===== src/hdl/pdcs_defs.vh =====
/*
 * constants of the device control / device status register bank:
 * bus addresses, field positions, reset values and bus encodings.
 * assumes it is included by bare name from every design file that
 * needs it; holds definitions only.
 */
`ifndef PDCS_DEFS_VH
`define PDCS_DEFS_VH

// bus address width (configuration space window)
`define PDCS_ADDR_W          12

// byte addresses of the word registers
`define PDCS_DEVCTL_ADDR     12'h0e8
`define PDCS_IRQ_STAT_ADDR   12'h100
`define PDCS_IRQ_MASK_ADDR   12'h104

// control half, low 16 bits of the word at 0xe8
`define PDCS_ERR_EN_LSB      0
`define PDCS_ERR_EN_MSB      3
`define PDCS_MPS_LSB         5
`define PDCS_MPS_MSB         7
`define PDCS_AUX_PM_BIT      10

// status half, high 16 bits of the word at 0xe8
`define PDCS_STA_ERR_LSB     16
`define PDCS_STA_ERR_MSB     19
`define PDCS_AUX_DET_BIT     20

// error categories, one bit each, in this order everywhere
`define PDCS_ERR_W           4

// interrupt status / mask layout: bits 3:0 errors, bit 4 aux change
`define PDCS_IRQ_W           5
`define PDCS_IRQ_AUX_BIT     4

// reset values
`define PDCS_ERR_EN_RST      4'h0
`define PDCS_MPS_RST         3'h0
`define PDCS_AUX_PM_RST      1'b0
`define PDCS_AUX_DET_RST     1'b1
`define PDCS_IRQ_MASK_RST    5'h00

// ahb-lite encodings
`define PDCS_HTRANS_NONSEQ   2'h2
`define PDCS_HRESP_OKAY      1'b0

`endif


===== src/hdl/pdcs_sync2.v =====
/*
 * two flip-flop synchroniser for a single level from a pin.
 * assumes the input is asynchronous to the core clock; only the
 * second stage may be read by other logic.
 */
`timescale 1ns/1ns

module pdcs_sync2 #(
   parameter RST_VAL = 1'b0
) (
   input  wire i_clk,
   input  wire i_srst,
   input  wire i_async,
   output wire o_sync
);

   reg meta_r;
   reg sync_r;

   // reset loads the documented idle level so readers see it at once
   always @(posedge i_clk) begin
      if (i_srst) begin
         meta_r <= RST_VAL;
         sync_r <= RST_VAL;
      end else begin
         meta_r <= i_async;
         sync_r <= meta_r;
      end
   end

   assign o_sync = sync_r;

endmodule


===== src/hdl/pdcs_top.v =====
/*
 * device control and device status register word of the pcie
 * capability, with error logging, error message gating, payload size
 * clamping, a sticky aux power enable and an interrupt summary, all
 * reached over an ahb-lite slave port.
 * assumes one ahb-lite master, single whole-word transfers, error
 * events as one-cycle pulses on the core clock, the aux power sense
 * as an asynchronous pin, and a cold reset that only power-up drives.
 */
// Register access over AHB-Lite is this design's own decision.
`timescale 1ns/1ns
`include "pdcs_defs.vh"

module pdcs_top #(
   parameter [2:0] MPS_SUPPORTED = 3'h1
) (
   input  wire                     I_CORE_CLK,
   input  wire                     I_SRST,
   input  wire                     I_COLD_SRST,
   input  wire                     I_HSEL,
   input  wire [`PDCS_ADDR_W-1:0]  I_HADDR,
   input  wire [1:0]               I_HTRANS,
   input  wire                     I_HWRITE,
   input  wire [2:0]               I_HSIZE,
   input  wire [31:0]              I_HWDATA,
   input  wire                     I_HREADY,
   output wire [31:0]              O_HRDATA,
   output wire                     O_HREADYOUT,
   output wire                     O_HRESP,
   input  wire [`PDCS_ERR_W-1:0]   I_ERR_DET,
   input  wire                     I_AUX_PWR_PIN,
   output wire [`PDCS_ERR_W-1:0]   O_ERR_MSG,
   output wire [`PDCS_ERR_W-1:0]   O_ERR_REPORT_EN,
   output wire [2:0]               O_MAX_PAYLOAD,
   output wire                     O_AUX_PM_EN,
   output wire                     O_IRQ
);

   // any reset clears the ordinary state; only cold reset the sticky bit
   wire                    srst_any;

   // bus slave state
   reg                     wr_pend_r;
   reg  [`PDCS_ADDR_W-1:0] wr_addr_r;
   reg                     rd_late_r;
   reg  [`PDCS_ADDR_W-1:0] rd_addr_r;
   reg  [31:0]             hrdata_r;
   reg                     hreadyout_r;
   reg                     hresp_r;

   // control fields
   reg  [`PDCS_ERR_W-1:0]  err_en_r;
   reg  [2:0]              mps_r;
   reg  [2:0]              mps_nxt;
   reg                     aux_pm_r;

   // status, event and interrupt state
   wire [`PDCS_ERR_W-1:0]  sta_err;
   wire                    aux_det;
   reg                     aux_det_d_r;
   reg  [`PDCS_ERR_W-1:0]  err_msg_r;
   reg  [`PDCS_IRQ_W-1:0]  irq_mask_r;
   wire [`PDCS_IRQ_W-1:0]  irq_stat;
   reg                     irq_r;

   // decoded bus events
   wire                    acc;
   wire                    rd_acc;
   wire                    wr_acc;
   wire                    wr_fire;
   wire                    wr_devctl;
   wire                    wr_irq_stat;
   wire                    wr_irq_mask;
   wire [`PDCS_ERR_W-1:0]  sta_clr;
   wire [`PDCS_IRQ_W-1:0]  irq_set;
   wire [`PDCS_IRQ_W-1:0]  irq_clr;
   wire                    aux_chg;

   // read path
   wire [`PDCS_ADDR_W-1:0] rd_sel_addr;
   reg  [31:0]             rd_word;
   wire [31:0]             devctl_word;

   // the sticky enable has its own reset path further down; everything
   // else, bus state included, drops on either reset
   assign srst_any = I_SRST | I_COLD_SRST;

   // address phase decode; hsize is not checked, whole words only
   assign acc    = I_HSEL & (I_HTRANS == `PDCS_HTRANS_NONSEQ) & I_HREADY;
   assign rd_acc = acc & ~I_HWRITE;
   assign wr_acc = acc & I_HWRITE;

   // a write takes effect at the edge that ends its data phase
   assign wr_fire     = wr_pend_r & I_HREADY;
   assign wr_devctl   = wr_fire & (wr_addr_r == `PDCS_DEVCTL_ADDR);
   assign wr_irq_stat = wr_fire & (wr_addr_r == `PDCS_IRQ_STAT_ADDR);
   assign wr_irq_mask = wr_fire & (wr_addr_r == `PDCS_IRQ_MASK_ADDR);

   // ahb-lite address and data phase tracking
   always @(posedge I_CORE_CLK) begin
      if (srst_any) begin
         wr_pend_r <= 1'b0;
         wr_addr_r <= {`PDCS_ADDR_W{1'b0}};
         rd_late_r <= 1'b0;
         rd_addr_r <= {`PDCS_ADDR_W{1'b0}};
      end else begin
         if (wr_fire) begin
            wr_pend_r <= 1'b0;
         end
         if (wr_acc) begin
            wr_pend_r <= 1'b1;
            wr_addr_r <= I_HADDR;
         end
         // a read right behind a write would see stale data: defer it
         rd_late_r <= rd_acc & wr_fire;
         if (rd_acc) begin
            rd_addr_r <= I_HADDR;
         end
      end
   end

   // hrdata and hready come from flops; one wait state only after a
   // write, traded for a register-stable output and no read bypass
   always @(posedge I_CORE_CLK) begin
      if (srst_any) begin
         hrdata_r    <= 32'h0000_0000;
         hreadyout_r <= 1'b1;
         hresp_r     <= `PDCS_HRESP_OKAY;
      end else begin
         hresp_r <= `PDCS_HRESP_OKAY;
         if (rd_acc & wr_fire) begin
            hreadyout_r <= 1'b0;
         end else if (rd_late_r) begin
            hrdata_r    <= rd_word;
            hreadyout_r <= 1'b1;
         end else if (rd_acc) begin
            hrdata_r    <= rd_word;
            hreadyout_r <= 1'b1;
         end else begin
            hreadyout_r <= 1'b1;
         end
      end
   end

   // a deferred read uses the address it latched, since the bus may
   // already show the next address phase by then
   assign rd_sel_addr = rd_late_r ? rd_addr_r : I_HADDR;

   // the shared control / status word; unused bits are tied zero
   assign devctl_word = {
      10'h000,                 // reserved 31:22
      1'b0,                    // transactions pending
      aux_det,                 // aux power present
      sta_err,                 // error detected 19:16
      1'b0,                    // reserved 15
      3'h0,                    // read request size
      1'b0,                    // no snoop
      aux_pm_r,                // aux power enable
      1'b0,                    // phantom functions
      1'b0,                    // extended tag
      mps_r,                   // max payload
      1'b0,                    // relaxed ordering
      err_en_r                 // reporting enables
   };

   // read mux; unmapped addresses read zero with an okay response
   always @* begin
      rd_word = 32'h0000_0000;
      case (rd_sel_addr)
         `PDCS_DEVCTL_ADDR: begin
            rd_word = devctl_word;
         end
         `PDCS_IRQ_STAT_ADDR: begin
            rd_word = {27'h000_0000, irq_stat};
         end
         `PDCS_IRQ_MASK_ADDR: begin
            rd_word = {27'h000_0000, irq_mask_r};
         end
         default: begin
            rd_word = 32'h0000_0000;
         end
      endcase
   end

   // payload code above the supported maximum is clamped, not stored
   always @* begin
      mps_nxt = I_HWDATA[`PDCS_MPS_MSB:`PDCS_MPS_LSB];
      if (I_HWDATA[`PDCS_MPS_MSB:`PDCS_MPS_LSB] > MPS_SUPPORTED) begin
         mps_nxt = MPS_SUPPORTED;
      end
   end

   // writable control fields; other written bits are dropped
   always @(posedge I_CORE_CLK) begin
      if (srst_any) begin
         err_en_r <= `PDCS_ERR_EN_RST;
         mps_r    <= `PDCS_MPS_RST;
      end else if (wr_devctl) begin
         err_en_r <= I_HWDATA[`PDCS_ERR_EN_MSB:`PDCS_ERR_EN_LSB];
         mps_r    <= mps_nxt;
      end
   end

   // aux power enable survives the conventional reset on purpose
   always @(posedge I_CORE_CLK) begin
      if (I_COLD_SRST) begin
         aux_pm_r <= `PDCS_AUX_PM_RST;
      end else if (wr_devctl) begin
         aux_pm_r <= I_HWDATA[`PDCS_AUX_PM_BIT];
      end
   end

   // error logging ignores the enables; write one to clear
   assign sta_clr = wr_devctl ?
                    I_HWDATA[`PDCS_STA_ERR_MSB:`PDCS_STA_ERR_LSB] :
                    {`PDCS_ERR_W{1'b0}};

   pdcs_w1c_flag #(
      .W     (`PDCS_ERR_W)
   ) u_sta_err (
      .i_clk (I_CORE_CLK),
      .i_srst(srst_any),
      .i_set (I_ERR_DET),
      .i_clr (sta_clr),
      .o_q   (sta_err)
   );

   // aux power sense arrives from a pin; it idles at present
   pdcs_sync2 #(
      .RST_VAL (`PDCS_AUX_DET_RST)
   ) u_aux_sync (
      .i_clk   (I_CORE_CLK),
      .i_srst  (srst_any),
      .i_async (I_AUX_PWR_PIN),
      .o_sync  (aux_det)
   );

   // previous aux level, for the change event of the interrupt
   always @(posedge I_CORE_CLK) begin
      if (srst_any) begin
         aux_det_d_r <= `PDCS_AUX_DET_RST;
      end else begin
         aux_det_d_r <= aux_det;
      end
   end

   // either edge of the synchronised level counts; the pin itself is
   // never read here, so no metastable value can reach the flag
   assign aux_chg = aux_det ^ aux_det_d_r;

   // messages only for enabled categories, using the enable as it
   // stands in the event cycle; several kinds may fire together
   always @(posedge I_CORE_CLK) begin
      if (srst_any) begin
         err_msg_r <= {`PDCS_ERR_W{1'b0}};
      end else begin
         err_msg_r <= I_ERR_DET & err_en_r;
      end
   end

   // interrupt status: errors in 3:0, aux power change in bit 4
   assign irq_set = {aux_chg, I_ERR_DET};
   assign irq_clr = wr_irq_stat ? I_HWDATA[`PDCS_IRQ_W-1:0] :
                    {`PDCS_IRQ_W{1'b0}};

   pdcs_w1c_flag #(
      .W     (`PDCS_IRQ_W)
   ) u_irq_stat (
      .i_clk (I_CORE_CLK),
      .i_srst(srst_any),
      .i_set (irq_set),
      .i_clr (irq_clr),
      .o_q   (irq_stat)
   );

   // mask register and registered level interrupt
   always @(posedge I_CORE_CLK) begin
      if (srst_any) begin
         irq_mask_r <= `PDCS_IRQ_MASK_RST;
         irq_r      <= 1'b0;
      end else begin
         if (wr_irq_mask) begin
            irq_mask_r <= I_HWDATA[`PDCS_IRQ_W-1:0];
         end
         irq_r <= |(irq_stat & irq_mask_r);
      end
   end

   // every output is a plain flop, no logic between register and pin
   assign O_HRDATA        = hrdata_r;
   assign O_HREADYOUT     = hreadyout_r;
   assign O_HRESP         = hresp_r;
   assign O_ERR_MSG       = err_msg_r;
   assign O_ERR_REPORT_EN = err_en_r;
   assign O_MAX_PAYLOAD   = mps_r;
   assign O_AUX_PM_EN     = aux_pm_r;
   assign O_IRQ           = irq_r;

endmodule


===== src/hdl/pdcs_w1c_flag.v =====
/*
 * vector of sticky event flags, set by hardware, cleared by a one
 * written by software. assumes set and clear come from core-clock
 * logic; a set in the same cycle as its clear wins.
 */
`timescale 1ns/1ns

module pdcs_w1c_flag #(
   parameter W = 4
) (
   input  wire         i_clk,
   input  wire         i_srst,
   input  wire [W-1:0] i_set,
   input  wire [W-1:0] i_clr,
   output wire [W-1:0] o_q
);

   reg  [W-1:0] q_r;
   wire [W-1:0] q_nxt;

   // set after clear so a simultaneous event is never lost
   assign q_nxt = (q_r & ~i_clr) | i_set;

   always @(posedge i_clk) begin
      if (i_srst) begin
         q_r <= {W{1'b0}};
      end else begin
         q_r <= q_nxt;
      end
   end

   assign o_q = q_r;

endmodule


===== config.mk =====
export PLATFORM = sky130hd
export DESIGN_NAME = pdcs_top
export DESIGN_NICKNAME = d
export VERILOG_FILES = /design/src/hdl/pdcs_sync2.v /design/src/hdl/pdcs_top.v /design/src/hdl/pdcs_w1c_flag.v
export VERILOG_INCLUDE_DIRS = /design/src /design/src/hdl
export SDC_FILE = /design/constraint.sdc
export NUM_CORES = 1
export LEC_CHECK = 0
export BUFFER_PORTS_ARGS = -buffer_cell sky130_fd_sc_hd__buf_2
export CORE_UTILIZATION = 45
export CTS_BUF_LIST = sky130_fd_sc_hd__clkbuf_2 sky130_fd_sc_hd__clkbuf_4 sky130_fd_sc_hd__clkbuf_8
export CTS_CLUSTER_SIZE = 24
export DETAILED_ROUTE_END_ITERATION = 10
export PLACE_DENSITY_LB_ADDON = 0.1
export SKIP_LAST_GASP = 1
export SYNTH_ARGS = -nofsm -noshare
export SYNTH_HDL_FRONTEND = slang
export SYNTH_SLANG_ARGS = --single-unit
export TNS_END_PERCENT = 10

===== constraint.sdc =====
create_clock -name I_CORE_CLK -period 2.2 [get_ports I_CORE_CLK]
set_clock_uncertainty 0.15 [all_clocks]
set_input_delay 0.66 -clock I_CORE_CLK [delete_from_list [all_inputs] [get_ports I_CORE_CLK]]
set_output_delay 0.66 -clock I_CORE_CLK [all_outputs]
set_load 0.05 [all_outputs]

### Word-level counts from Yosys, hierarchy flattened

Index checks and enable logic that the tools add are counted.

| cells by class | value |
|---|---|
| add/subtract/negate cells | 0 |
| multiply operators | 0 |
| divide/modulo/power cells | 0 |
| $lt $le $gt $ge | 1 |
| equality and inequality tests | 7 |
| shifts and indexed selects | 0 |
| multiplexer cells | 10 |
| bitwise gates (word level) | 21 |
| reductions and logical operators | 4 |

Operator list:

| kind | number |
|---|---|
| 2-to-1 mux 32 bit | 2 |
| one-hot mux 21 bit (3 select lines) | 1 |
| equality test 12 x 9 -> 1 bit (second input constant) | 4 |
| equality test 12 x 8 -> 1 bit (second input constant) | 2 |
| 2-to-1 mux 12 bit | 1 |
| bitwise AND 5 bit | 2 |
| bitwise AND 1 bit | 9 |
| bitwise AND 4 bit | 2 |
| 2-to-1 mux 5 bit | 1 |
| inverter 5 bit | 1 |
| OR 5 bit | 1 |
| OR reduction 5 bit | 1 |
| 2-to-1 mux 4 bit | 1 |
| inverter 4 bit | 1 |
| OR 4 bit | 1 |
| nonzero test 2 bit | 2 |
| > comparator 3 x 1 -> 1 bit (second input constant) | 1 |
| 2-to-1 mux 1 bit | 3 |
| 2-to-1 mux 3 bit | 1 |
| equality test 2 bit (second input constant) | 1 |
| inverter 1 bit | 2 |
| AND reduction 2 bit | 1 |
| OR 1 bit | 1 |
| XOR 1 bit | 1 |

| word-level totals | value |
|---|---|
| bits in registers | 89 |
| bits in latches | 0 |
| RAM bits | 0 |
| memory bits (read-only) | 0 |
| output and inout bits | 47 |
| logic and storage cells | 60 |
| memories | 0 |

### Logic depth before layout (Yosys ltp)

Gate-level depths: netlist of run 1.

| logic depth | value |
|---|---|
| depth in word-level cells | 7 |
| mapped depth | 7 |
| mapped depth without buffers | 5 |

### Hierarchy

Synthesis of run 1 repeated with hierarchy kept, for this count alone.

| second synthesis, totals | value |
|---|---|
| cell total of the unflattened synthesis | 318 |
| area, all modules | 2911.5 um2 |

Modules (own cells, without submodules):

| module | instances | cells an instance | area an instance (um2) |
|---|---|---|---|
| pdcs_top | 1 | 278 | 2543.7 |
| pdcs_w1c_flag at u_irq_stat | 1 | 20 | 175.2 |
| pdcs_w1c_flag at u_sta_err | 1 | 16 | 140.1 |
| pdcs_sync2 | 1 | 4 | 52.6 |

### Least setup slack after synthesis of run 1

No wires, ideal clock.

| path | value |
|---|---|
| path type | input-to-reg |
| start point | input I_HTRANS[0] |
| end point | register hrdata_r[10], in the netlist O_HRDATA[10] |
| library setup time | 0.066 ns |
| data arrival time | 1.995 ns |
| required time | 1.984 ns |
| path slack | -0.011 ns |
| stages on the path | 6 |
| buffers on the path | 1 |
| cell sequence | nand4b_1 > or3_1 > a222oi_1 > buf_4 > a22oi_1 > nor2_1 |

| between the ends | value |
|---|---|
| longest elaborated chain between the ends | 7 |

Ends and longest elaborated chain:

| item | RTL line | RTL |
|---|---|---|
| start: declaration | pdcs_top.v:22 | `input wire [1:0] I_HTRANS,` |
| equality test 2 bit (no line) (*) | -- |  |
| bitwise AND 1 bit (*) (2 in series) | pdcs_top.v:89 | `` assign acc = I_HSEL & (I_HTRANS == `PDCS_HTRANS_NONSEQ) & I_HREADY; `` |
| bitwise AND 1 bit (*) | pdcs_top.v:90 | `assign rd_acc = acc & ~I_HWRITE;` |
| bitwise AND 1 bit | pdcs_top.v:131 | `if (rd_acc & wr_fire) begin` |
| inverter 1 bit (no line) | -- |  |
| AND reduction 2 bit (no line) (*) | -- |  |
| end signal: assignment | pdcs_top.v:134 | `hrdata_r <= rd_word;` |
| end signal: assignment | pdcs_top.v:137 | `hrdata_r <= rd_word;` |
| end: declaration | pdcs_top.v:47 | `reg [31:0] hrdata_r;` |

Mark *: on every way between the ends. The rest lies on a longest branch, timed or not.
A chain may end at the register's enable or synchronous reset.

### Worst setup path in the final report of run 1

| path | value |
|---|---|
| start point | register wr_addr_r[4] |
| end point | register irq_mask_r[4] |

| between the ends | value |
|---|---|
| longest elaborated chain between the ends | 2 |

Ends and longest elaborated chain:

| item | RTL line | RTL |
|---|---|---|
| start: declaration | pdcs_top.v:44 | `` reg [`PDCS_ADDR_W-1:0] wr_addr_r; `` |
| start signal: assignment | pdcs_top.v:103 | `` wr_addr_r <= {`PDCS_ADDR_W{1'b0}}; `` |
| equality test 12 x 9 -> 1 bit (no line) | -- |  |
| bitwise AND 1 bit | pdcs_top.v:97 | `` assign wr_irq_mask = wr_fire & (wr_addr_r == `PDCS_IRQ_MASK_ADDR); `` |
| end signal: assignment | pdcs_top.v:279 | `` irq_mask_r <= `PDCS_IRQ_MASK_RST; `` |
| end signal: assignment | pdcs_top.v:283 | `` irq_mask_r <= I_HWDATA[`PDCS_IRQ_W-1:0]; `` |
| end: declaration | pdcs_top.v:62 | `` reg [`PDCS_IRQ_W-1:0] irq_mask_r; `` |

Every way passes these cells.

==> results.md, run 1 <==
- Top routing layer used: met4
- Final Setup Violations: 0
- Max_cap viols: 0
- Startpoint type of the worst setup path: flip-flop
- Arrival time of data at the critical path endpoint: around 2.1 ns
- Number of buffers created by CTS: 9
- Iteration-0 DRC Markers: 128
- Wire length of the first global-routing pass: 10.8 mm
- Setup TNS: 0 ns
- Setup repair bufs after CTS: 0
- Time the final worst path needs with I/O delays and setup: a little over 2 ns
- Top cell type's share of synthesized area: 48.9%
- Result of the run: completed
- Area grow syn2layout: 22.7%
- Fraction of registers with async set or reset after synthesis: 0%
- Worst slew pin tran: ~0.56 ns
- Power Internal: between 2 and 2.5 mW
- Number of register bits inferred by synthesis: a little over 70
- Path class of the lowest-slack min-delay path: flip-flop to flip-flop
- Portion of the clock cycle consumed by the worst path in the final layout: 91.6%
- Antenna violations before repair: 0
- Cell Chain, Critical Path: or4_4, nor3_4, and3_1, mux2i_1, nor2_1
- Main flop type after synthesis: sky130_fd_sc_hd__dfxtp_1
- Worst setup path category: flip-flop to flip-flop
- Number of max-slew violations in the final report: 0
- Synthesized cell area: between 2000 and 3000 um2
- Core Box Area: 6060 um2
- Pwr Density: 773 nW/um2
- Slowest cell on the critical path: sky130_fd_sc_hd__or4_4
- Netlist cell types: 40
- Number of instances resized during post-cts repair: 0
- Number of fill cells in the layout: between 500 and 600
- Clock tree from TritonCTS: done
- Worst slew margin relative to its limit: 63.0%
- Via count of the first global-routing pass: 2200
- Total clock sinks: ~70
- Clock root buffer master: sky130_fd_sc_hd__clkbuf_8
- Met3 wire length: around 260 um
- Total routing usage reported by global routing: a little over a fifth
- Final hold violation count: 0
- Clk buf depth: 2
- I/O pin total: 107
- Cell taking the most area after synthesis: sky130_fd_sc_hd__dfxtp_1
- Final net count: about 460
- NetSw: between 0.6 and 0.7 mW
- Delay of the slowest cell on the worst path: 0.56 ns
- Unrepaired setup endpoints after global routing: false
- Chip Height: 82.4 um
- Static leakage: between 1.5 and 2 nW
- Required arrival time at the worst endpoint: around 2.3 ns
- HPWL after detailed placement: between 4 and 5 mm
- Worst Path Max Fanout: 5
- Total via count in the routed design: approximately 2500
- Wire length on met2: approximately 3.2 mm
- Mean cell area of the mapped netlist: between 9 and 10 um2
- Number of enable flip-flop cells after synthesis: 0
- Number of standard cells after synthesis: roughly 320
- Part of the power in combinational logic: 7.2%
- Wire length per cell after detailed routing: approximately 14 um
- DRC violation count after routing: 0
- Largest net degree at the start of global routing: 53
- Buffers and inverters on the worst path: 0
- Kind of end point of the critical path: flip-flop
- Die extent in x: about 80 um
- Fraction of power spent switching nets: 22.7%
- Placer congestion estimate: slightly below 0.8
- Placement-stage cell area: 3320 um2
- Die footprint: around 6800 um2
- Sequential Power Share: 47.2%
- Sequential element share of the synthesized area: a little under 50%
- Number of diodes added for antenna fixing: 0
- Detailed-route wire length: just under 7 mm
- Std cell rows: 28
- Wire length on met1: 3.36 mm
- Synthesis Warnings: 0
- Remaining antenna violation count after routing: 0
- First-pass iteration count of the detailed router: 4
- Port-buffer cells: 65
- Count of hold-fix buffers inserted at cts: 0
- Share of cells above drive strength 1: about 28%
- Via density per instance: around 5.3
- Clock latency on the worst-skew pair: between 0.3 and 0.4 ns
- Peak ir drop on the vdd network: between 0.4 and 0.5 mV
- Cell types occupying the most area after synthesis: sky130_fd_sc_hd__dfxtp_1 49%, sky130_fd_sc_hd__mux2i_1 6.2%, sky130_fd_sc_hd__buf_4 5.7%
- Highest achievable clock rate: 496 MHz
- Total global routing overflow: 0
- Finished layout cell area: between 3000 and 4000 um2
- Critical path's top delay family: simple AND/OR/NAND/NOR gates
- Maximum level of the CTS H-tree: 3
- Initial Util: 47.9%
- Fraction of power consumed by the clock network: about 46%
- Clock-pin slew on the worst setup and hold paths: approximately 0.07 ns
-- layout by cell type, fill, tap and decap left out, types with 2 or more instances in the layout --
| cell | Yosys | final |
|---|---|---|
| sky130_fd_sc_hd__clkbuf_8 | 0 | 10 |
| sky130_fd_sc_hd__o21a_1 | 4 | 4 |
| sky130_fd_sc_hd__bufinv_16 | 0 | 3 |
| sky130_fd_sc_hd__nor4_1 | 2 | 2 |
| sky130_fd_sc_hd__a22oi_1 | 11 | 11 |
| sky130_fd_sc_hd__mux2_2 | 4 | 4 |
| sky130_fd_sc_hd__nor3_1 | 4 | 4 |
| sky130_fd_sc_hd__nor2_1 | 36 | 36 |
| sky130_fd_sc_hd__a32oi_1 | 2 | 2 |
| sky130_fd_sc_hd__nand2_1 | 34 | 34 |
| sky130_fd_sc_hd__a222oi_1 | 2 | 2 |
| sky130_fd_sc_hd__a21boi_0 | 5 | 5 |
| sky130_fd_sc_hd__buf_2 | 3 | 65 |
| sky130_fd_sc_hd__mux2i_1 | 18 | 18 |
| sky130_fd_sc_hd__or3_1 | 6 | 5 |
| sky130_fd_sc_hd__clkinv_2 | 0 | 2 |
| sky130_fd_sc_hd__nand4b_1 | 3 | 3 |
| sky130_fd_sc_hd__o21ai_0 | 2 | 2 |
| sky130_fd_sc_hd__a21oi_1 | 26 | 26 |
| sky130_fd_sc_hd__conb_1 | 1 | 19 |
| sky130_fd_sc_hd__dfxtp_1 | 71 | 70 |
| sky130_fd_sc_hd__and3_1 | 9 | 9 |
| sky130_fd_sc_hd__inv_1 | 2 | 2 |
| sky130_fd_sc_hd__buf_4 | 22 | 19 |
| sky130_fd_sc_hd__nand3_1 | 22 | 22 |
| sky130_fd_sc_hd__nor4b_1 | 3 | 3 |
-- worst paths after layout --
| path | startpoint | endpoint | slack, ns | depth (start not counted) |
|---|---|---|---|---|
| worst max-delay path | wr_addr_r[4] | irq_mask_r[4] | 0.18 | 5 |
| worst min register to register | u_aux_sync.meta_r | u_aux_sync.o_sync | 0.26 | 1 |
| worst max register to register | wr_addr_r[4] | irq_mask_r[4] | 0.18 | 5 |
| worst min-delay path | u_aux_sync.meta_r | u_aux_sync.o_sync | 0.26 | 1 |
-- worst register-to-register path: cells and delay by family (launching register included) --
kind	cells	cell delay [ns]
DFF	1	0.31
and+or+nand+nor	4	1.18
muxes	1	0.24
-- area by class of cell --
| type | instances | area [um2] | area share (%) |
|---|---|---|---|
| clock buffers | 10 | 138 | 3.86 |
| clock inverters | 6 | 108 | 3.02 |
| inverters | 2 | 7.51 | 0.211 |
| multi-input cells | 228 | 1330 | 37.2 |
| flip-flops and latches | 71 | 1420 | 39.9 |
| well taps | 75 | 93.8 | 2.63 |
| repair buffers | 84 | 468 | 13.1 |
-- cell usage after synthesis (2+ instances only) --
cell,number
sky130_fd_sc_hd__a21boi_0,5
sky130_fd_sc_hd__a21oi_1,26
sky130_fd_sc_hd__a222oi_1,2
sky130_fd_sc_hd__a22oi_1,11
sky130_fd_sc_hd__a32oi_1,2
sky130_fd_sc_hd__and3_1,9
sky130_fd_sc_hd__buf_2,3
sky130_fd_sc_hd__buf_4,22
sky130_fd_sc_hd__clkbuf_1,11
sky130_fd_sc_hd__dfxtp_1,71
sky130_fd_sc_hd__inv_1,2
sky130_fd_sc_hd__mux2_2,4
sky130_fd_sc_hd__mux2i_1,18
sky130_fd_sc_hd__nand2_1,34
sky130_fd_sc_hd__nand3_1,22
sky130_fd_sc_hd__nand4b_1,3
sky130_fd_sc_hd__nor2_1,36
sky130_fd_sc_hd__nor3_1,4
sky130_fd_sc_hd__nor4_1,2
sky130_fd_sc_hd__nor4b_1,3
sky130_fd_sc_hd__o21a_1,4
sky130_fd_sc_hd__o21ai_0,2
sky130_fd_sc_hd__or3_1,6
-- flip-flops by register name, summed over array words and instances, names as in the netlist --
signal	count
O_HRDATA	14
rd_addr_r	12
wr_addr_r	12
irq_mask_r	5
u_irq_stat.o_q	5
O_ERR_MSG	4
O_ERR_REPORT_EN	4
u_sta_err.o_q	4
O_MAX_PAYLOAD	3
O_AUX_PM_EN	1
O_HREADYOUT	1
O_IRQ	1
aux_det_d_r	1
rd_late_r	1
u_aux_sync.meta_r	1
u_aux_sync.o_sync	1
wr_pend_r	1
-- per-stage QoR --
stage / hold WS, ns / cells / power [mW] / worst slack (ns) / util, %
final: 0.258 / 476 / 2.76 / 0.184 / 58.8
after CTS: 0.262 / 476 / 2.78 / 0.0763 / 58.8
after floorplan: 0.234 / 337 / 1.48 / -0.00820 / -
after detailed placement: 0.245 / 460 / 1.53 / -0.132 / 54.7
after global placement: 0.238 / 460 / 1.53 / -0.121 / 54.7
after global routing: 0.279 / 476 / 2.85 / 0.0472 / 58.8
-- cells by family (layout without fill, tap and decap cells) --
| kind of cell | count (synthesis) | after routing | share of synthesized area [%] |
|---|---|---|---|
| buffers and inverters | 38 | 102 | 7.88 |
| XOR/XNOR | 1 | 1 | 0.302 |
| AO/OA/AOI/OAI | 56 | 56 | 12.5 |
| flip-flops | 71 | 71 | 48.9 |
| other | 1 | 19 | 0.129 |
| AND/OR/NAND/NOR | 130 | 130 | 22.5 |
| multiplexers | 22 | 22 | 7.75 |
-- per-layer routing --
metal  GRT usage [%]  up-vias
li1                -     1248
met1            30.0     1211
met2            33.1       73
met3            4.51        5
met4            8.07        0
met5               0        -
-- power by group through the flow --
stage	sequential (mW)	combinational [mW]	clock (mW)
finish	1.30	0.199	1.26
global route	1.30	0.214	1.34
CTS	1.30	0.198	1.28
detailed placement	1.33	0.198	0
global placement	1.33	0.196	0
floorplan	1.33	0.151	0
(Power assumes the default switching activity.)
==> run 2: changes to the inputs <==
--- a/config.mk
+++ b/config.mk
@@ -13,6 +13,7 @@
 export DETAILED_ROUTE_END_ITERATION = 10
 export PLACE_DENSITY_LB_ADDON = 0.1
 export SKIP_LAST_GASP = 1
+export SLEW_MARGIN = 15
 export SYNTH_ARGS = -nofsm -noshare
 export SYNTH_HDL_FRONTEND = slang
 export SYNTH_SLANG_ARGS = --single-unit
==> constraint.sdc (replaced) <==
create_clock -name I_CORE_CLK -period 2.2 [get_ports I_CORE_CLK]
set_clock_uncertainty 0.15 [all_clocks]
set_input_delay 0.22 -clock I_CORE_CLK [delete_from_list [all_inputs] [get_ports I_CORE_CLK]]
set_output_delay 0.22 -clock I_CORE_CLK [all_outputs]
set_load 0.05 [all_outputs]
==> run 2 against run 1 <==
Net effect: design area grew 0.74%; utilization grew 0.43 points; largest cell class unchanged; worst hold slack lost 0.25 ns; routed wire length grew 0.78%; sequential share of layout area shrank 0.33 points; clock power shrank 28%; first-iteration DRC count shrank 20%; cell count grew 1.9%; worst setup slack lost 0.044 ns; highest routed layer unchanged; die area is the same; register-to-register slack lost 0.04 ns; critical path type unchanged.
==> results.md, run 2 (synthesized netlist as in run 1, its figures left out) <==
- Result of the run: completed
- Peak ir drop on the vdd network: 0.420 mV
- Startpoint of the most critical setup path: wr_addr_r[4]
- Leading cell type in the layout, fill and taps excluded: sky130_fd_sc_hd__dfxtp_1
- Delay of the slowest cell on the worst path: ~0.56 ns
- Wire length per cell after detailed routing: between 10 and 15 um
- Port-buffer cells: 65
- Initial Util: a little under half
- Placement-stage cell area: about 3300 um2
- Clock latency on the worst-skew pair: between 0.3 and 0.4 ns
- FF-to-FF End: O_ERR_REPORT_EN[1]
- Highest achievable clock rate: ~490 MHz
- Portion of the clock cycle consumed by the worst path in the final layout: around 94%
- Placer congestion estimate: 0.774
- Cell Chain, Critical Path: or4_4, nor2_1, and3_1, buf_4, nand2_1, a21oi_1
- Clock root buffer master: sky130_fd_sc_hd__clkbuf_8
- Worst Path Max Fanout: 9
- PnR worst setup slack: 0.139 ns
- Total placed cells including tap cells: around 460
- Setup TNS: 0 ns
- Die footprint: ~6800 um2
- Clock-pin slew on the worst setup and hold paths: 0.07 ns
- Largest net degree at the start of global routing: 21
- Number of instances resized during post-cts repair: 0
- Area grow syn2layout: 23.6%
- Time the final worst path needs with I/O delays and setup: around 2.1 ns
- Antenna violations before repair: 0
- Sum of internal, switching and leakage power: 2.42 mW
- Area used by sequential logic in the layout: roughly 1400 um2
- Arrival time of data at the critical path endpoint: approximately 2.2 ns
- Pwr Density: 675 nW/um2
- Wire length of the first global-routing pass: approximately 11 mm
- Share of cells above drive strength 1: between 20 and 30%
- Worst Hold Margin: 0.00592 ns
- Combined area of the multi-input logic cells: ~1300 um2
- Std cell rows: 28
- Static leakage: 1.55 nW
- Final net count: about 470
- Total routing usage reported by global routing: roughly a fifth
- Startpoint type of the worst setup path: flip-flop
- Unrepaired setup endpoints after global routing: false
- I/O pin total: roughly 110
- Clk buf depth: 2
- Final instance count without filler cells: between 400 and 500
- Setup slack of the worst register-to-register path: 0.14 ns
- Number of flip-flops under the largest register name: 14
- Total via count in the routed design: about 2500
- Number of max-slew violations in the final report: 0
- Remaining antenna violation count after routing: 0
- DRC violation count after routing: 0
- Critical path's top delay family: simple AND/OR/NAND/NOR gates
- Max_cap viols: 0
- Via count of the first global-routing pass: around 2200
- Fraction of the core area covered by cells at the end of the flow: between 50% and 60%
- Maximum level of the CTS H-tree: 3
- Total global routing overflow: 0
- Number of fill cells in the layout: roughly 550
- Detailed-route wire length: ~7 mm
- Capture point of the critical path: O_ERR_REPORT_EN[1]
- Number of diodes added for antenna fixing: 0
- Origin of the critical flop-to-flop path: wr_addr_r[4]
- HPWL after detailed placement: ~5 mm
- Kind of end point of the critical path: flip-flop
- Buffers and inverters on the worst path: 1
- Total clock sinks: slightly above 70
- Chip Height: 82.4 um
- Final hold violation count: 0
- Die extent in x: 82.4 um
- Via density per instance: 5.24
- Setup repair bufs after CTS: 0
- Final Setup Violations: 0
- Path class of the lowest-slack min-delay path: input port to flip-flop
- Worst slack, placed: approximately 0.16 ns
- Length in cells of the worst reg-to-reg path: 6
- Finished layout cell area: around 3600 um2
- Iteration-0 DRC Markers: 102
- Core Box Area: ~6100 um2
- Clock tree from TritonCTS: done
- Total stage count of the critical path: 6
- Worst setup path category: flip-flop to flip-flop
- Commonest non-fill, non-tap cells in the layout: 71 x sky130_fd_sc_hd__dfxtp_1, 65 x sky130_fd_sc_hd__buf_2, 36 x sky130_fd_sc_hd__nor2_1
- Slowest cell on the critical path: sky130_fd_sc_hd__or4_4
- Number of buffers created by CTS: 9
- Required arrival time at the worst endpoint: ~2.3 ns
- First-pass iteration count of the detailed router: 4
## run 2: worst min-delay path by stage
stage / slack, ns / depth (start not counted) / startpoint / to
global route: 0.01 / 3 / I_HWDATA[3] / O_ERR_REPORT_EN[3]
floorplan: 0.14 / 1 / I_COLD_SRST / O_AUX_PM_EN
finish: 0.006 / 3 / I_HWDATA[4] / irq_mask_r[4]
CTS: 0.0009 / 3 / I_HWDATA[0] / O_ERR_REPORT_EN[0]
global placement: 0.24 / 1 / u_aux_sync.meta_r / u_aux_sync.o_sync
detailed placement: 0.24 / 1 / u_aux_sync.meta_r / u_aux_sync.o_sync
## run 2: final cells by class
| cell class | count | area share, % |
|---|---|---|
| Clock inverter | 4 | 0.627 |
| Clock buffer | 11 | 4.04 |
| Tap cell | 75 | 2.61 |
| Inverter | 2 | 0.209 |
| Sequential cell | 71 | 39.6 |
| Multi-Input combinational cell | 228 | 36.8 |
| Timing Repair Buffer | 94 | 16.1 |
## run 2: layer usage
metal  track usage, %  vias up  part of all wire [%]
met3             4.07       15                   5.6
met5                0        -                     0
met2             34.3       86                    46
li1                 -     1260                     -
met4             11.6        0                   2.5
met1             27.0     1181                    46
## run 2: worst register-to-register path: cells and delay by family, from the launching register on
| family | cells | cell delay (ns) |
|---|---|---|
| AND/OR/NAND/NOR | 4 | 1.20 |
| flip-flops | 1 | 0.32 |
| buffers and inverters | 1 | 0.19 |
| AO/OA/AOI/OAI | 1 | 0.13 |
## run 2: repair_timing
item                                    4_1_cts  5_1_grt
hold endpoints to repair                     18        0
endpoints found under the setup margin        0        0
hold buffers                                 14        0
## run 2: report_power, final
part / internal (mW) / total (mW) / switching [mW] / leakage (nW)
combinational: 0.0666 / 0.212 / 0.145 / 0.890
sequential: 1.29 / 1.30 / 0.00630 / 0.574
clock: 0.441 / 0.910 / 0.469 / 0.0884
==> run 3: changes to the inputs <==
--- a/config.mk
+++ b/config.mk
@@ -7,7 +7,9 @@
 export NUM_CORES = 1
 export LEC_CHECK = 0
 export BUFFER_PORTS_ARGS = -buffer_cell sky130_fd_sc_hd__buf_2
-export CORE_UTILIZATION = 45
+export CELL_PAD_IN_SITES_DETAIL_PLACEMENT = 1
+export CELL_PAD_IN_SITES_GLOBAL_PLACEMENT = 2
+export CORE_UTILIZATION = 26
 export CTS_BUF_LIST = sky130_fd_sc_hd__clkbuf_2 sky130_fd_sc_hd__clkbuf_4 sky130_fd_sc_hd__clkbuf_8
 export CTS_CLUSTER_SIZE = 24
 export DETAILED_ROUTE_END_ITERATION = 10
==> run 3 against run 2 <==
Net effect: non-clock buffer count rose by 7; fmax grew 0.99%; cell count up 15%; utilization decreased by 24 points; sequential share of layout area decreased by 1.9 points; power up 6.8%; critical path depth unchanged; critical endpoint is now O_HRDATA[20]; die area grew 71%; flip-flop and latch count stayed put; worst hold slack better by 0.0065 ns; global-route usage is 5.5 points lower.
==> results.md, run 3 (synthesized netlist as in run 1, its figures left out) <==
- Result of the run: completed
- Via count of the first global-routing pass: around 2600
- Area grow syn2layout: 29.9%
- Placer congestion estimate: around 0.72
- DRC violation count after routing: 0
- Clk buf depth: 2
- Wire length per cell after detailed routing: 15.5 um
- Number of diodes added for antenna fixing: 0
- Number of buffers created by CTS: 9
- Worst Hold Margin: ~0.012 ns
- Total via count in the routed design: 2571
- Commonest non-fill, non-tap cells in the layout: 71 x sky130_fd_sc_hd__dfxtp_1, 65 x sky130_fd_sc_hd__buf_2, 36 x sky130_fd_sc_hd__nor2_1
- Max_cap viols: 0
- Remaining antenna violation count after routing: 0
- Maximum level of the CTS H-tree: 3
- Share of cells above drive strength 1: 26.1%
- Die footprint: 11600 um2
- Worst slew pin tran: 0.619 ns
- Final hold violation count: 0
- Portion of the clock cycle consumed by the worst path in the final layout: between 90 and 100%
- Final net count: around 470
- Arrival time of data at the critical path endpoint: 2.18 ns
- Worst slack, placed: about 0.12 ns
- Number of max-slew violations in the final report: 0
- Number of flip-flops under the largest register name: 14
- Total clock sinks: roughly 70
- Clock-pin slew on the worst setup and hold paths: roughly 0.08 ns
- Wire length on met1: 4.28 mm
- Pwr Density: slightly below 700 nW/um2
- Static leakage: about 1.6 nW
- Clock root buffer master: sky130_fd_sc_hd__clkbuf_8
- Required arrival time at the worst endpoint: 2.33 ns
- Kind of end point of the critical path: flip-flop
- Antenna violations before repair: 0
- Port-buffer cells: 65
- First-pass iteration count of the detailed router: 6
- Leading cell type in the layout, fill and taps excluded: sky130_fd_sc_hd__dfxtp_1
- Worst setup path category: flip-flop to flip-flop
- Setup TNS: 0 ns
- Core Box Area: between 10000 and 15000 um2
- Worst Path Max Fanout: 12
- Detailed-route wire length: 8.65 mm
- Total routing usage reported by global routing: between 10% and 20%
- Top routing layer used: met4
- Setup slack of the worst register-to-register path: roughly 0.16 ns
- Met3 wire length: between 200 and 300 um
- Worst slew margin relative to its limit: around three fifths
- Unrepaired setup endpoints after global routing: false
- Clock latency on the worst-skew pair: approximately 0.35 ns
- Largest net degree at the start of global routing: 27
- Peak ir drop on the vdd network: 0.328 mV
- HPWL after detailed placement: just over 6 mm
- Clock tree from TritonCTS: done
- Wire length on met2: around 4 mm
- Path class of the lowest-slack min-delay path: input port to flip-flop
- Sum of internal, switching and leakage power: approximately 2.6 mW
- Via density per instance: about 4.6
- Wire length of the first global-routing pass: ~14 mm
- Startpoint type of the worst setup path: flip-flop
- Highest achievable clock rate: 490 MHz
- Iteration-0 DRC Markers: 60
- I/O pin total: around 110
- Initial Util: 26.8%
- Final Setup Violations: 0
- Total global routing overflow: 0
- PnR worst setup slack: 0.160 ns
- Std cell rows: 38
- Chip Height: between 100 and 150 um
- Time the final worst path needs with I/O delays and setup: slightly above 2 ns
- Die extent in x: between 100 and 150 um
## run 3: final cells by class
type                            count  area [um2]
Multi-Input combinational cell    228        1330
Inverter                            2        7.51
Fill cell                        1331        7070
Tap cell                          140         175
Clock buffer                       10         138
Sequential cell                    71        1420
Clock inverter                      6        60.1
Timing Repair Buffer              101         643
## run 3: final timing paths
kind | end | cells after the start | from
worst max-delay path | O_HRDATA[20] | 6 | rd_late_r
worst min register to register | u_aux_sync.o_sync | 1 | u_aux_sync.meta_r
worst min-delay path | wr_addr_r[0] | 3 | I_HADDR[0]
worst max register to register | O_HRDATA[20] | 6 | rd_late_r
## run 3: metal layers
metal | track usage, % | vias up
li1 | - | 1276
met1 | 21.1 | 1236
met2 | 25.4 | 53
met3 | 4.00 | 6
met4 | 4.70 | 0
met5 | 0 | -
## run 3: timing repair
action / 4_1_cts / 5_1_grt
hold buffers: 18 / 1
buffers inserted: 0 / 0
hold endpoints to repair: 25 / 1
gates resized for setup: 0 / 2
endpoints found under the setup margin: 0 / 1
## run 3: power breakdown
group | leakage (nW) | switching (mW) | internal (mW)
sequential | 0.574 | 0.00654 | 1.29
combinational | 0.920 | 0.153 | 0.0732
clock | 0.0981 | 0.511 | 0.549
## run 3: critical path, cell delays in order (launching register included)
cell and delay [ns]:
sky130_fd_sc_hd__dfxtp_1 0.49, sky130_fd_sc_hd__nand4b_1 0.12, sky130_fd_sc_hd__or3_1 0.39, sky130_fd_sc_hd__a222oi_1 0.31
sky130_fd_sc_hd__buf_4 0.28, sky130_fd_sc_hd__a22oi_1 0.09, sky130_fd_sc_hd__nor2_1 0.13
## run 3: metrics by stage
| stage | instances | utilization [%] | cell area [um2] |
|---|---|---|---|
| 2_1_floorplan | 337 | - | 2970 |
| 3_3_place_gp | 523 | 31.2 | 3380 |
| 3_5_place_dp | 523 | 31.2 | 3380 |
| 4_1_cts | 557 | 34.7 | 3760 |
| 5_1_grt | 558 | 34.8 | 3770 |
| 6_report | 558 | 34.8 | 3770 |
